===== src/psw_pkg.sv =====
// Constants for the processor status word block.
// Assumes one 50 MHz clock and an AHB-Lite register bus.
package psw_pkg;

   // ****************************************
   // Status word layout
   // ****************************************
   localparam int C_BIT = 0;
   localparam int D_BIT = 1;
   localparam int Z_BIT = 2;
   localparam int S_BIT = 3;
   localparam int B_BIT = 4;
   localparam int O_BIT = 5;
   localparam int I_BIT = 6;
   localparam int U_BIT = 7;
   localparam int IPL_LSB = 12;
   localparam int IPL_W = 3;
   localparam logic [15:0] PSW_USED = 16'h70ff;
   localparam logic [15:0] PSW_RESET = 16'h0000;
   localparam logic [5:0] SWINT_LOW_LIMIT = 6'h20;

   // ****************************************
   // Register map, byte offsets
   // ****************************************
   localparam logic [7:0] OFS_PSW = 8'h00;
   localparam logic [7:0] OFS_IRQ_SP = 8'h04;
   localparam logic [7:0] OFS_TASK_SP = 8'h08;
   localparam logic [7:0] OFS_SAVED = 8'h0c;
   localparam logic [7:0] OFS_EVT_STATUS = 8'h10;
   localparam logic [7:0] OFS_EVT_CLEAR = 8'h14;
   localparam logic [7:0] OFS_EVT_ENABLE = 8'h18;
   localparam int EVT_W = 3;
   localparam int EVT_STEP = 0;
   localparam int EVT_ACCEPT = 1;
   localparam int EVT_OVF = 2;
   localparam logic [15:0] SP_RESET = 16'h0000;
   localparam logic [2:0] HSIZE_WORD = 3'h2;

endpackage


===== src/bank_regs.sv =====
// Duplicated general registers, two banks of eight words.
// Assumes writes and reads in the same clock domain.
`timescale 1ns/10ps
module bank_regs #(
   parameter int W = 16,
   parameter int AW = 4
) (
   input wire logic clk,
   input wire logic we,
   input wire logic [AW-1:0] waddr,
   input wire logic [W-1:0] wdata,
   input wire logic [AW-1:0] raddr,
   output logic [W-1:0] rdata
);

   logic [W-1:0] mem [0:(1<<AW)-1];

   // Read data leaves through a register
   always_ff @(posedge clk) begin
      if (we) begin
         mem[waddr] <= wdata;
      end
      rdata <= mem[raddr];
   end

endmodule // bank_regs


===== src/psw_core.sv =====
// Processor status word with stack pointers and banked registers.
// Assumes ALU, sequencer and interrupt controller on hclk.
`timescale 1ns/10ps
module psw_core
   import psw_pkg::*;
#(
   parameter int SP_W = 16,
   parameter int REG_W = 16
) (
   input wire logic hclk,
   input wire logic hresetn,
   input wire logic hsel,
   input wire logic [31:0] haddr,
   input wire logic [1:0] htrans,
   input wire logic hwrite,
   input wire logic [2:0] hsize,
   input wire logic [31:0] hwdata,
   input wire logic hready,
   output logic hreadyout,
   output logic hresp,
   output logic [31:0] hrdata,
   input wire logic alu_wr,
   input wire logic [3:0] alu_flag_mask,
   input wire logic alu_carry,
   input wire logic alu_overflow,
   input wire logic [15:0] alu_result,
   input wire logic alu_byte,
   input wire logic seq_psw_wr,
   input wire logic [15:0] seq_psw_wdata,
   input wire logic instr_done,
   input wire logic swint,
   input wire logic [5:0] swint_vec,
   input wire logic irq_req,
   input wire logic [2:0] irq_prio,
   input wire logic irq_maskable,
   input wire logic irq_ack,
   input wire logic irq_hw,
   input wire logic sp_wr,
   input wire logic [SP_W-1:0] sp_wdata,
   input wire logic rf_we,
   input wire logic [2:0] rf_waddr,
   input wire logic [REG_W-1:0] rf_wdata,
   input wire logic [2:0] rf_raddr,
   output logic [REG_W-1:0] rf_rdata,
   output logic [15:0] psw,
   output logic [15:0] saved_psw,
   output logic bank_sel,
   output logic stack_sel,
   output logic [SP_W-1:0] sp_active,
   output logic irq_accept,
   output logic step_req,
   output logic irq_out
);

   // ****************************************
   // Elaboration checks
   // ****************************************
   if (SP_W != 16 || REG_W < 1) begin : g_bad_width
      $error("psw_core: stack pointer width must be 16");
   end
   // The status word layout is fixed by the package
   if (IPL_LSB + IPL_W > 15 || U_BIT >= IPL_LSB) begin : g_bad_layout
      $error("psw_core: priority field outside the status word");
   end
   if (EVT_W != 3) begin : g_bad_events
      $error("psw_core: three event sources are wired");
   end

   // ****************************************
   // State
   // ****************************************
   logic [15:0] psw_r, psw_nxt;
   logic [15:0] saved_r;
   logic [SP_W-1:0] irq_sp_r, task_sp_r;
   logic [SP_W-1:0] irq_sp_nxt, task_sp_nxt;
   logic [15:0] saved_nxt;
   logic [EVT_W-1:0] evt_r, evt_en_r, evt_nxt;
   logic [EVT_W-1:0] evt_en_nxt;
   logic dp_wr_r;
   logic [7:0] dp_addr_r;
   logic [31:0] hrdata_r;

   // ****************************************
   // Bus decode
   // ****************************************
   // Offset match, shared by the address and data phase decodes
   function automatic logic ofs_is(input logic [7:0] a, input logic [7:0] ofs);
      return a == ofs;
   endfunction

   wire ap_valid = hsel & htrans[1] & hready;
   wire ap_word = (hsize == HSIZE_WORD);
   wire [7:0] ap_addr = haddr[7:0];
   wire hit_psw = dp_wr_r & ofs_is(dp_addr_r, OFS_PSW);
   wire hit_isp = dp_wr_r & ofs_is(dp_addr_r, OFS_IRQ_SP);
   wire hit_tsp = dp_wr_r & ofs_is(dp_addr_r, OFS_TASK_SP);
   wire hit_clr = dp_wr_r & ofs_is(dp_addr_r, OFS_EVT_CLEAR);
   wire hit_en = dp_wr_r & ofs_is(dp_addr_r, OFS_EVT_ENABLE);
   wire [15:0] bus_w16 = hwdata[15:0];

   // Zero wait states; every transfer answers OKAY
   assign hreadyout = 1'b1;
   assign hresp = 1'b0;

   // ****************************************
   // Flag computation
   // ****************************************
   wire [3:0] cpu_priority_level = {1'b0, psw_r[IPL_LSB +: IPL_W]};
   // Byte operations judge zero and sign on the low eight bits only
   function automatic logic res_is_zero(input logic [15:0] r, input logic byte_op);
      if (byte_op) begin
         return r[7:0] == 8'h00;
      end
      return r == 16'h0000;
   endfunction

   function automatic logic res_is_neg(input logic [15:0] r, input logic byte_op);
      if (byte_op) begin
         return r[7];
      end
      return r[15];
   endfunction

   wire res_zero = res_is_zero(alu_result, alu_byte);
   wire res_neg = res_is_neg(alu_result, alu_byte);
   wire low_swint = swint & (swint_vec < SWINT_LOW_LIMIT);
   wire int_en = psw_r[I_BIT];

   // Maskable requests need the enable bit; the level test applies to all
   assign irq_accept = irq_req & ({1'b0, irq_prio} > cpu_priority_level) & (int_en | ~irq_maskable);
   assign step_req = psw_r[D_BIT] & instr_done;

   // Later writes win: bus write, then sequencer, then ALU flags, then acknowledge, then low soft interrupt
   always_comb begin
      psw_nxt = psw_r;
      if (hit_psw) begin
         psw_nxt = bus_w16;
      end
      if (seq_psw_wr) begin
         psw_nxt = seq_psw_wdata;
      end
      if (alu_wr) begin
         if (alu_flag_mask[0]) psw_nxt[C_BIT] = alu_carry;
         if (alu_flag_mask[1]) psw_nxt[Z_BIT] = res_zero;
         if (alu_flag_mask[2]) psw_nxt[S_BIT] = res_neg;
         if (alu_flag_mask[3]) psw_nxt[O_BIT] = alu_overflow;
      end
      if (irq_ack) begin
         psw_nxt[D_BIT] = 1'b0;
         psw_nxt[I_BIT] = 1'b0;
         if (irq_hw) psw_nxt[U_BIT] = 1'b0;
      end
      if (low_swint) begin
         psw_nxt[U_BIT] = 1'b0;
      end
      psw_nxt = psw_nxt & PSW_USED;
   end

   always_ff @(posedge hclk or negedge hresetn) begin
      if (!hresetn) begin
         psw_r <= PSW_RESET;
      end else begin
         psw_r <= psw_nxt;
      end
   end

   // Old word kept before the acknowledge clears bits
   assign saved_nxt = (irq_ack | swint) ? psw_r : saved_r;

   always_ff @(posedge hclk or negedge hresetn) begin
      if (!hresetn) begin
         saved_r <= PSW_RESET;
      end else begin
         saved_r <= saved_nxt;
      end
   end

   // ****************************************
   // Stack pointers
   // ****************************************
   // The core port writes the active pointer and wins over the bus
   wire sp_wr_irq = sp_wr & ~psw_r[U_BIT];
   wire sp_wr_task = sp_wr & psw_r[U_BIT];

   always_comb begin
      irq_sp_nxt = irq_sp_r;
      task_sp_nxt = task_sp_r;
      if (hit_isp) begin
         irq_sp_nxt = bus_w16;
      end
      if (hit_tsp) begin
         task_sp_nxt = bus_w16;
      end
      if (sp_wr_irq) begin
         irq_sp_nxt = sp_wdata;
      end
      if (sp_wr_task) begin
         task_sp_nxt = sp_wdata;
      end
   end

   always_ff @(posedge hclk or negedge hresetn) begin
      if (!hresetn) begin
         irq_sp_r <= SP_RESET;
         task_sp_r <= SP_RESET;
      end else begin
         irq_sp_r <= irq_sp_nxt;
         task_sp_r <= task_sp_nxt;
      end
   end

   // ****************************************
   // Banked registers
   // ****************************************
   // Bank bit forms the top address bit, so a switch needs no copy
   bank_regs #(
      .W(REG_W),
      .AW(4)
   ) u_bank_regs (
      .clk(hclk),
      .we(rf_we),
      .waddr({psw_r[B_BIT], rf_waddr}),
      .wdata(rf_wdata),
      .raddr({psw_r[B_BIT], rf_raddr}),
      .rdata(rf_rdata)
   );

   // ****************************************
   // Event flags
   // ****************************************
   wire [EVT_W-1:0] evt_set = {alu_wr & alu_flag_mask[3] & alu_overflow, irq_accept, step_req};
   wire [EVT_W-1:0] evt_clr = hit_clr ? hwdata[EVT_W-1:0] : {EVT_W{1'b0}};

   // A set in the cycle of its clear wins
   assign evt_nxt = (evt_r & ~evt_clr) | evt_set;
   assign evt_en_nxt = hit_en ? hwdata[EVT_W-1:0] : evt_en_r;

   always_ff @(posedge hclk or negedge hresetn) begin
      if (!hresetn) begin
         evt_r <= '0;
         evt_en_r <= '0;
      end else begin
         evt_r <= evt_nxt;
         evt_en_r <= evt_en_nxt;
      end
   end

   assign irq_out = |(evt_r & evt_en_r);

   // ****************************************
   // Bus data phase and read mux
   // ****************************************
   // Next values, so a read right behind a write to the same register sees it
   wire [31:0] rd_mux =
      ofs_is(ap_addr, OFS_PSW) ? {16'h0000, psw_nxt} :
      ofs_is(ap_addr, OFS_IRQ_SP) ? {16'h0000, irq_sp_nxt} :
      ofs_is(ap_addr, OFS_TASK_SP) ? {16'h0000, task_sp_nxt} :
      ofs_is(ap_addr, OFS_SAVED) ? {16'h0000, saved_nxt} :
      ofs_is(ap_addr, OFS_EVT_STATUS) ? {29'h0000_0000, evt_nxt} :
      ofs_is(ap_addr, OFS_EVT_ENABLE) ? {29'h0000_0000, evt_en_nxt} : 32'h0000_0000;

   always_ff @(posedge hclk or negedge hresetn) begin
      if (!hresetn) begin
         dp_wr_r <= 1'b0;
         dp_addr_r <= 8'h00;
         hrdata_r <= 32'h0000_0000;
      end else begin
         dp_wr_r <= ap_valid & hwrite & ap_word;
         dp_addr_r <= ap_addr;
         if (ap_valid & ~hwrite) begin
            hrdata_r <= rd_mux;
         end
      end
   end

   assign hrdata = hrdata_r;

   // ****************************************
   // Outputs
   // ****************************************
   assign psw = psw_r;
   assign saved_psw = saved_r;
   assign bank_sel = psw_r[B_BIT];
   assign stack_sel = psw_r[U_BIT];
   assign sp_active = psw_r[U_BIT] ? task_sp_r : irq_sp_r;

endmodule // psw_core


===== config.mk =====
export PLATFORM = sky130hd
export DESIGN_NAME = psw_core
export DESIGN_NICKNAME = d
export VERILOG_FILES = /design/src/psw_pkg.sv /design/src/bank_regs.sv /design/src/psw_core.sv
export SDC_FILE = /design/constraint.sdc
export NUM_CORES = 1
export LEC_CHECK = 0
export BUFFER_PORTS_ARGS = -buffer_cell sky130_fd_sc_hd__buf_2
export CAP_MARGIN = 15
export CELL_PAD_IN_SITES_DETAIL_PLACEMENT = 0
export CELL_PAD_IN_SITES_GLOBAL_PLACEMENT = 1
export CORE_UTILIZATION = 42
export CTS_BUF_LIST = sky130_fd_sc_hd__clkbuf_16
export DETAILED_ROUTE_END_ITERATION = 16
export PLACE_DENSITY_LB_ADDON = 0.1
export SLEW_MARGIN = 10
export SYNTH_ARGS = -nofsm -noshare
export SYNTH_HDL_FRONTEND = slang
export SYNTH_SLANG_ARGS = --single-unit

===== constraint.sdc =====
create_clock -name hclk -period 2.43 [get_ports hclk]
set_input_delay 0.1215 -clock hclk [delete_from_list [all_inputs] [get_ports hclk]]
set_output_delay 0.1215 -clock hclk [all_outputs]
set_load 0.01 [all_outputs]

=== Word level (Yosys, flattened, before mapping) ===
Memories as Yosys holds them, arrays and structs flattened. A register that Yosys moved wholly into a read port is not among the register bits.
Cells that the tools add are included.

* Flip-flop bits (word level): 106
* RAM bits: 256
* Input port bits: 170
* Output and inout port bits: 103
* Logic and storage cells: 88
* Memories kept: 1

* Magnitude comparators: 2
* Eq/ne operators: 10
* Muxes and demuxes: 34
* Bitwise logic cells: 27
* Reduce and logical (&&, ||, !) cells: 5

{| class="wikitable"
|+ Memory list
! name !! words !! bits a word !! read ports !! clocked after Yosys merged registers in !! wr ports !! RTL line !! text
|-
| u_bank_regs.mem || 16 || 16 || 1 || 1 || 1 || bank_regs.sv:16 || <nowiki>logic [W-1:0] mem [0:(1<<AW)-1];</nowiki>
|}

{| class="wikitable"
|+ Operators by type and width
! kind !! count
|-
| two-way mux 16 bit || 10
|-
| equality test 8 x 5 -> 1 bit, second input constant || 4
|-
| two-way mux 15 bit || 2
|-
| equality test 8 x 4 -> 1 bit, second input constant || 3
|-
| logical NOT 8 bit || 3
|-
| bitwise AND 1 bit || 18
|-
| equality test 8 x 3 -> 1 bit, second input constant || 2
|-
| logical NOT 16 bit || 1
|-
| two-way mux 1 bit || 16
|-
| two-way mux 3 bit || 4
|-
| bitwise AND 3 bit || 2
|-
| < comparator 6 bit, second input constant || 1
|-
| two-way mux 2 bit || 2
|-
| equality test 3 x 2 -> 1 bit, second input constant || 1
|-
| > comparator 3 bit || 1
|-
| inverter 1 bit || 3
|-
| inverter 3 bit || 1
|-
| bitwise OR 3 bit || 1
|-
| OR reduction 3 bit || 1
|-
| bitwise OR 1 bit || 2
|}

=== Logic depth before layout (Yosys ltp) ===
* Word-level depth: 11
* Gate-level depth with buffers: 8
* Gate-level depth less buffers: 8

=== Hierarchy ===
Synthesis repeated with hierarchy kept, for this count alone.

* Cells, all modules: 943
* Area total of the unflattened synthesis: 15077.0 um2

{| class="wikitable"
|+ By module, submodules not included
! module !! instances !! cells each !! area each (um2) !! sequential area each (um2)
|-
| bank_regs || 1 || 432 || 10043.4 || 8007.7
|-
| psw_core || 1 || 511 || 5033.6 || 2252.2
|}

=== Least setup slack after synthesis ===
OpenSTA, ideal clock, no wires.

* Kind: reg2reg
* Start point: register psw_r[4], in the netlist psw[4]
* End point: memory u_bank_regs.mem[0][0], enable pin
* Setup time: 0.409 ns
* Arrival: 1.999 ns
* Data required time: 2.021 ns
* Path slack: 0.022 ns
* Stages on the path, launching flop included: 4
* Buffers on the path: 2
* Period minus slack after synthesis: 2.408 ns
* Cells stage by stage: dfrtp_1 -> clkbuf_1 -> clkbuf_1 -> nor3_1

{| class="wikitable"
|+ RTL lines
! what !! RTL line !! text
|-
| from (decl) || psw_core.sv:72 || <nowiki>logic [15:0] psw_r, psw_nxt;</nowiki>
|-
| from (signal assigned) || psw_core.sv:163 || <nowiki>psw_r <= psw_nxt;</nowiki>
|-
| to (decl) || bank_regs.sv:16 ||
|}

Straight into the memory's write port.

=== Worst setup path in the final report ===
* Start point: register dp_addr_r[5]
* End point: register hrdata_r[6], in the netlist hrdata[6]

* Elaborated cells on any way between the ends: 16
* Classes of those cells: 2 x eq/ne; 10 x mux; 3 x bitwise; 1 x reduce/logical

{| class="wikitable"
|+ RTL lines
! what !! RTL line !! text
|-
| from (decl) || psw_core.sv:80 || <nowiki>logic [7:0] dp_addr_r;</nowiki>
|-
| from (signal assigned) || psw_core.sv:269 || <nowiki>dp_addr_r <= ap_addr;</nowiki>
|-
| equality test 8 x 3 -> 1 bit || psw_core.sv:88 || <nowiki>return a == ofs;</nowiki>
|-
| bitwise AND 1 bit || psw_core.sv:95 || <nowiki>wire hit_isp = dp_wr_r & ofs_is(dp_addr_r, OFS_IRQ_SP);</nowiki>
|-
| two-way mux 16 bit || psw_core.sv:188 || <nowiki>if (hit_isp) begin</nowiki>
|-
| two-way mux 16 bit || psw_core.sv:194 || <nowiki>if (sp_wr_irq) begin</nowiki>
|-
| via irq_sp_nxt[6] || psw_core.sv:75 || <nowiki>logic [SP_W-1:0] irq_sp_nxt, task_sp_nxt;</nowiki>
|-
| two-way mux 16 bit || psw_core.sv:256 || <nowiki>ofs_is(ap_addr, OFS_IRQ_SP) ? {16'h0000, irq_sp_nxt} :</nowiki>
|-
| two-way mux 16 bit || psw_core.sv:255 || <nowiki>ofs_is(ap_addr, OFS_PSW) ? {16'h0000, psw_nxt} :</nowiki>
|-
| to (signal assigned) || psw_core.sv:271 || <nowiki>hrdata_r <= rd_mux;</nowiki>
|-
| to (decl) || psw_core.sv:81 || <nowiki>logic [31:0] hrdata_r;</nowiki>
|}

The timed path passes the listed nets, and every way through them passes these cells.
A chain may end at the register's enable or synchronous reset.

==> flow_summary_export.csv <==
group,metric,value,unit
run_status,outcome,"completed",
clocking,cts_max_path_buffers,3,
yosys,async_flop_share,24.9,%
yosys,yosys-top-cells-area,"edfxtp_1, dfrtp_1, mux4_2, mux2i_1, mux2_2",
timing,worst_pin_slew,0.690,ns
worst_setup_path,r2r-end,"hrdata[6]",
yosys,syn_avg_cell_area,16.8,µm²
placement,postPlaceCellArea,0.0168,mm²
timing,fmax,0.413,GHz
floorplan,dieHeight,190,µm
worst_setup_path,slowest_delay,0.56,ns
timing,setup_slack,0.00834,ns
cells_and_area,multi_input_area,0.00436,mm²
routing,vias,9055,
power,p_leak,7.06,nW
grt,grt_pass1_wl,56200,µm
worst_setup_path,worst_setup_path_start_kind,"flop",
worst_setup_path,cp_max_fo,6,
cells_and_area,final-seq-area,0.0103,mm²
routing,drt_pass1_iterations,5,
yosys,synth_cell_type_count,62,
clocking,cts.sinks,362,
cells_and_area,syn_to_final_growth,27.2,%
yosys,synth_top_area_share,51.7,%
worst_setup_path,worstPathRequired,2.83,ns
placement,io_buffers,198,
grt,grt_overflow,0,
min_path,hold_class,"in2reg",
cells_and_area,nets,1395,
routing,via_per_inst,5.30,
clocking,cts_buffers,40,
yosys,synth-edff-count,256,
routing,remaining_drc_errors,0,
worst_setup_path,cp_common_cell,"buf_6",
timing,fin_crit,2.42,ns
clocking,cts_root_buf,"clkbuf_16",
routing,wl,38600,µm
clocking,cts_tree,"built",
worst_setup_path,worst_ep_arrival_time,2.82,ns
worst_setup_path,worst-r2r-cell-count,9,
worst_setup_path,crit_chain,"or4b_4 -> buf_6 -> nor3_4 -> buf_6 -> buf_12 -> mux2i_2 -> a21oi_2 -> a221o_1 -> o221a_2",
clocking,clk_latency,0.53,ns
floorplan,die_area,0.0362,mm²
timing,slew_headroom,53.6,%
yosys,syn_inst,884,
cells_and_area,n_fill_cell,2892,
floorplan,rows,68,
cells_and_area,drive_gt1_share,37.1,%
min_path,min_from,"alu_wr",
yosys,synth_top_flop_cell,"edfxtp_1",
placement,preCtsSetupSlack,-0.00243,ns
grt,grt.total_usage,21.2,%
timing,maxSlewViolCount,0,
timing,skew,0.0172,ns
worst_setup_path,crit_path_end_kind,"flop",
power,finalPower,14.1,mW
yosys,yosys_warnings,0,
floorplan,ios,273,
yosys,synth-seq-area-share,69.0,%
timing,fin_crit_sh,99.7,%
cells_and_area,finalInstanceArea,0.0189,mm²
worst_setup_path,r2r-start,"dp_addr_r[5]",
placement,gp_congestion,0.800,
floorplan,start_util,42.8,%
placement,dp_hpwl,24600,µm
worst_setup_path,cp_slowest_cell,"or4b_4",
clocking,h-tree-depth,2,
yosys,synth.ff_latch_count,362,
power,vdd_drop_max,0.467,mV
worst_setup_path,cp-startpoint,"dp_addr_r[5]",
worst_setup_path,cp-endpoint,"hrdata[6]",
power,power_per_cell_area,747,mW/mm²
grt,grt_max_degree,65,
job,max_cap_viol_count,0,
timing,fin_hold_ws,0.0258,ns
clocking,cts.clk_slew.worst_paths,0.05,ns
routing,drtIter0Drc,594,
timing,tns,0,ns
timing,setup_viol,0,
routing,wl_per_cell,22.6,µm
yosys,syn_area,0.0149,mm²
grt,antenna_found_initial,1,
timing,finalHoldViolCount,0,
floorplan,core_area,0.0347,mm²
worst_setup_path,rrSetupSlack,0.008,ns
floorplan,die_w,190,µm
timing,rsz0062_at_grt,"yes",
worst_setup_path,path_class,"reg2reg",
grt,grt_pass1_vias,9017,
yosys,yosys.area.top_type,"edfxtp_1",
routing,ant_nets,0,
## synth_stat cells, types with 2 or more instances
library cell and number:
a2111oi_2 2, a211o_1 2, a211oi_1 2, a21o_1 2, a21oi_1 53, a221oi_1 5
a222oi_1 2, a31oi_1 5, and2_1 10, and3_1 2, buf_1 11, buf_4 26
buf_6 3, clkbuf_1 33, conb_1 2, dfrtp_1 90, dfxtp_1 16, edfxtp_1 256
ha_1 3, inv_1 12, mux2_2 31, mux2i_1 39, mux4_2 80, nand2_1 35
nand2b_1 4, nand3_1 7, nand3b_1 5, nand4_1 2, nor2_1 51, nor2b_1 5
nor3_1 9, nor3_4 2, nor4_1 5, nor4b_1 4, o21ai_0 32, o21ai_1 2
o22ai_1 8, or2_2 2
## per-layer routing
metal | GRT usage (%) | vias to the layer above | part of all wire (%)
met5 | 0 | - | 0
met4 | 5.60 | 0 | 2.0
met3 | 3.91 | 46 | 5.2
met2 | 32.9 | 252 | 47
met1 | 30.7 | 4652 | 46
li1 | - | 4105 | -
## how the worst min path moves through the flow
stage	end	slack, ns	cells past startpoint
floorplan	dp_addr_r[0]	-0.17	0
global placement	saved_psw[2]	0.19	1
detailed placement	saved_psw[2]	0.18	1
CTS	psw[2]	0.005	3
global route	psw[2]	0.04	3
finish	psw[2]	0.03	3
## flip-flops by register name, indices dropped and copies added, names as in the netlist
name and cells:
dp_addr_r 8, evt_r 3, dp_wr_r 1, hrdata 16, u_bank_regs.rdata 16, psw 11
u_bank_regs.mem 256, evt_en_r 3, saved_psw 16, task_sp_r 16, irq_sp_r 16
## critical path, delay by kind of cell, from the launching register on
| kind | cells | cell delay [ns] |
|---|---|---|
| flip-flops | 1 | 0.37 |
| AND/OR/NAND/NOR | 2 | 0.72 |
| buffers and inverters | 3 | 0.45 |
| multiplexers | 1 | 0.23 |
| AO/OA/AOI/OAI | 3 | 0.53 |
## layout make-up
class	instances	area share, %
multi-input cells	458	23.0
flip-flops and latches	362	54.3
well taps	455	3.01
inverters	12	0.238
diodes	1	0.0132
repair buffers	348	13.0
clock inverters	32	0.999
clock buffers	41	5.43
## placed cells by master (no fill, tap or decap), types with 35 or more instances in the layout
cell / n
nand2_1: 35
nor2_1: 39
mux4_2: 80
dlygate4sd3_1: 78
edfxtp_1: 256
dfrtp_1: 90
buf_4: 61
clkbuf_16: 42
buf_2: 196
mux2i_1: 37
a21oi_1: 52
## cell families after synthesis
| family | after synthesis | synth area share, % |
|---|---|---|
| flip-flops | 362 | 69.0 |
| AND/OR/NAND/NOR | 152 | 5.27 |
| multiplexers | 151 | 17.2 |
| AO/OA/AOI/OAI | 129 | 5.27 |
| buffers and inverters | 85 | 2.95 |
| adder cells (fa/ha/maj) | 3 | 0.253 |
| other | 2 | 0.0505 |
## where the power goes
part | internal [mW] | total, mW | leakage (nW) | switching [mW]
Combinational | 0.704 | 1.53 | 2.89 | 0.824
Clock | 3.17 | 5.54 | 0.650 | 2.38
Sequential | 6.91 | 7.05 | 3.51 | 0.132
## stage by stage
stage	cells	util, %
final	1709	54.5
after global routing	1709	54.5
after CTS	1700	54.1
after detailed placement	1549	48.3
after global placement	1549	48.3
after floorplan	905	-
## timing repair
item	4_1_cts	5_1_grt
resized for setup	1	16
setup buffers	0	7
hold buffers	78	0
pin swaps	0	8
hold endpoints to repair	361	0
gates cloned	0	1
setup endpoints to repair	4	15
Note: power is estimated with default switching activity, not from simulation.
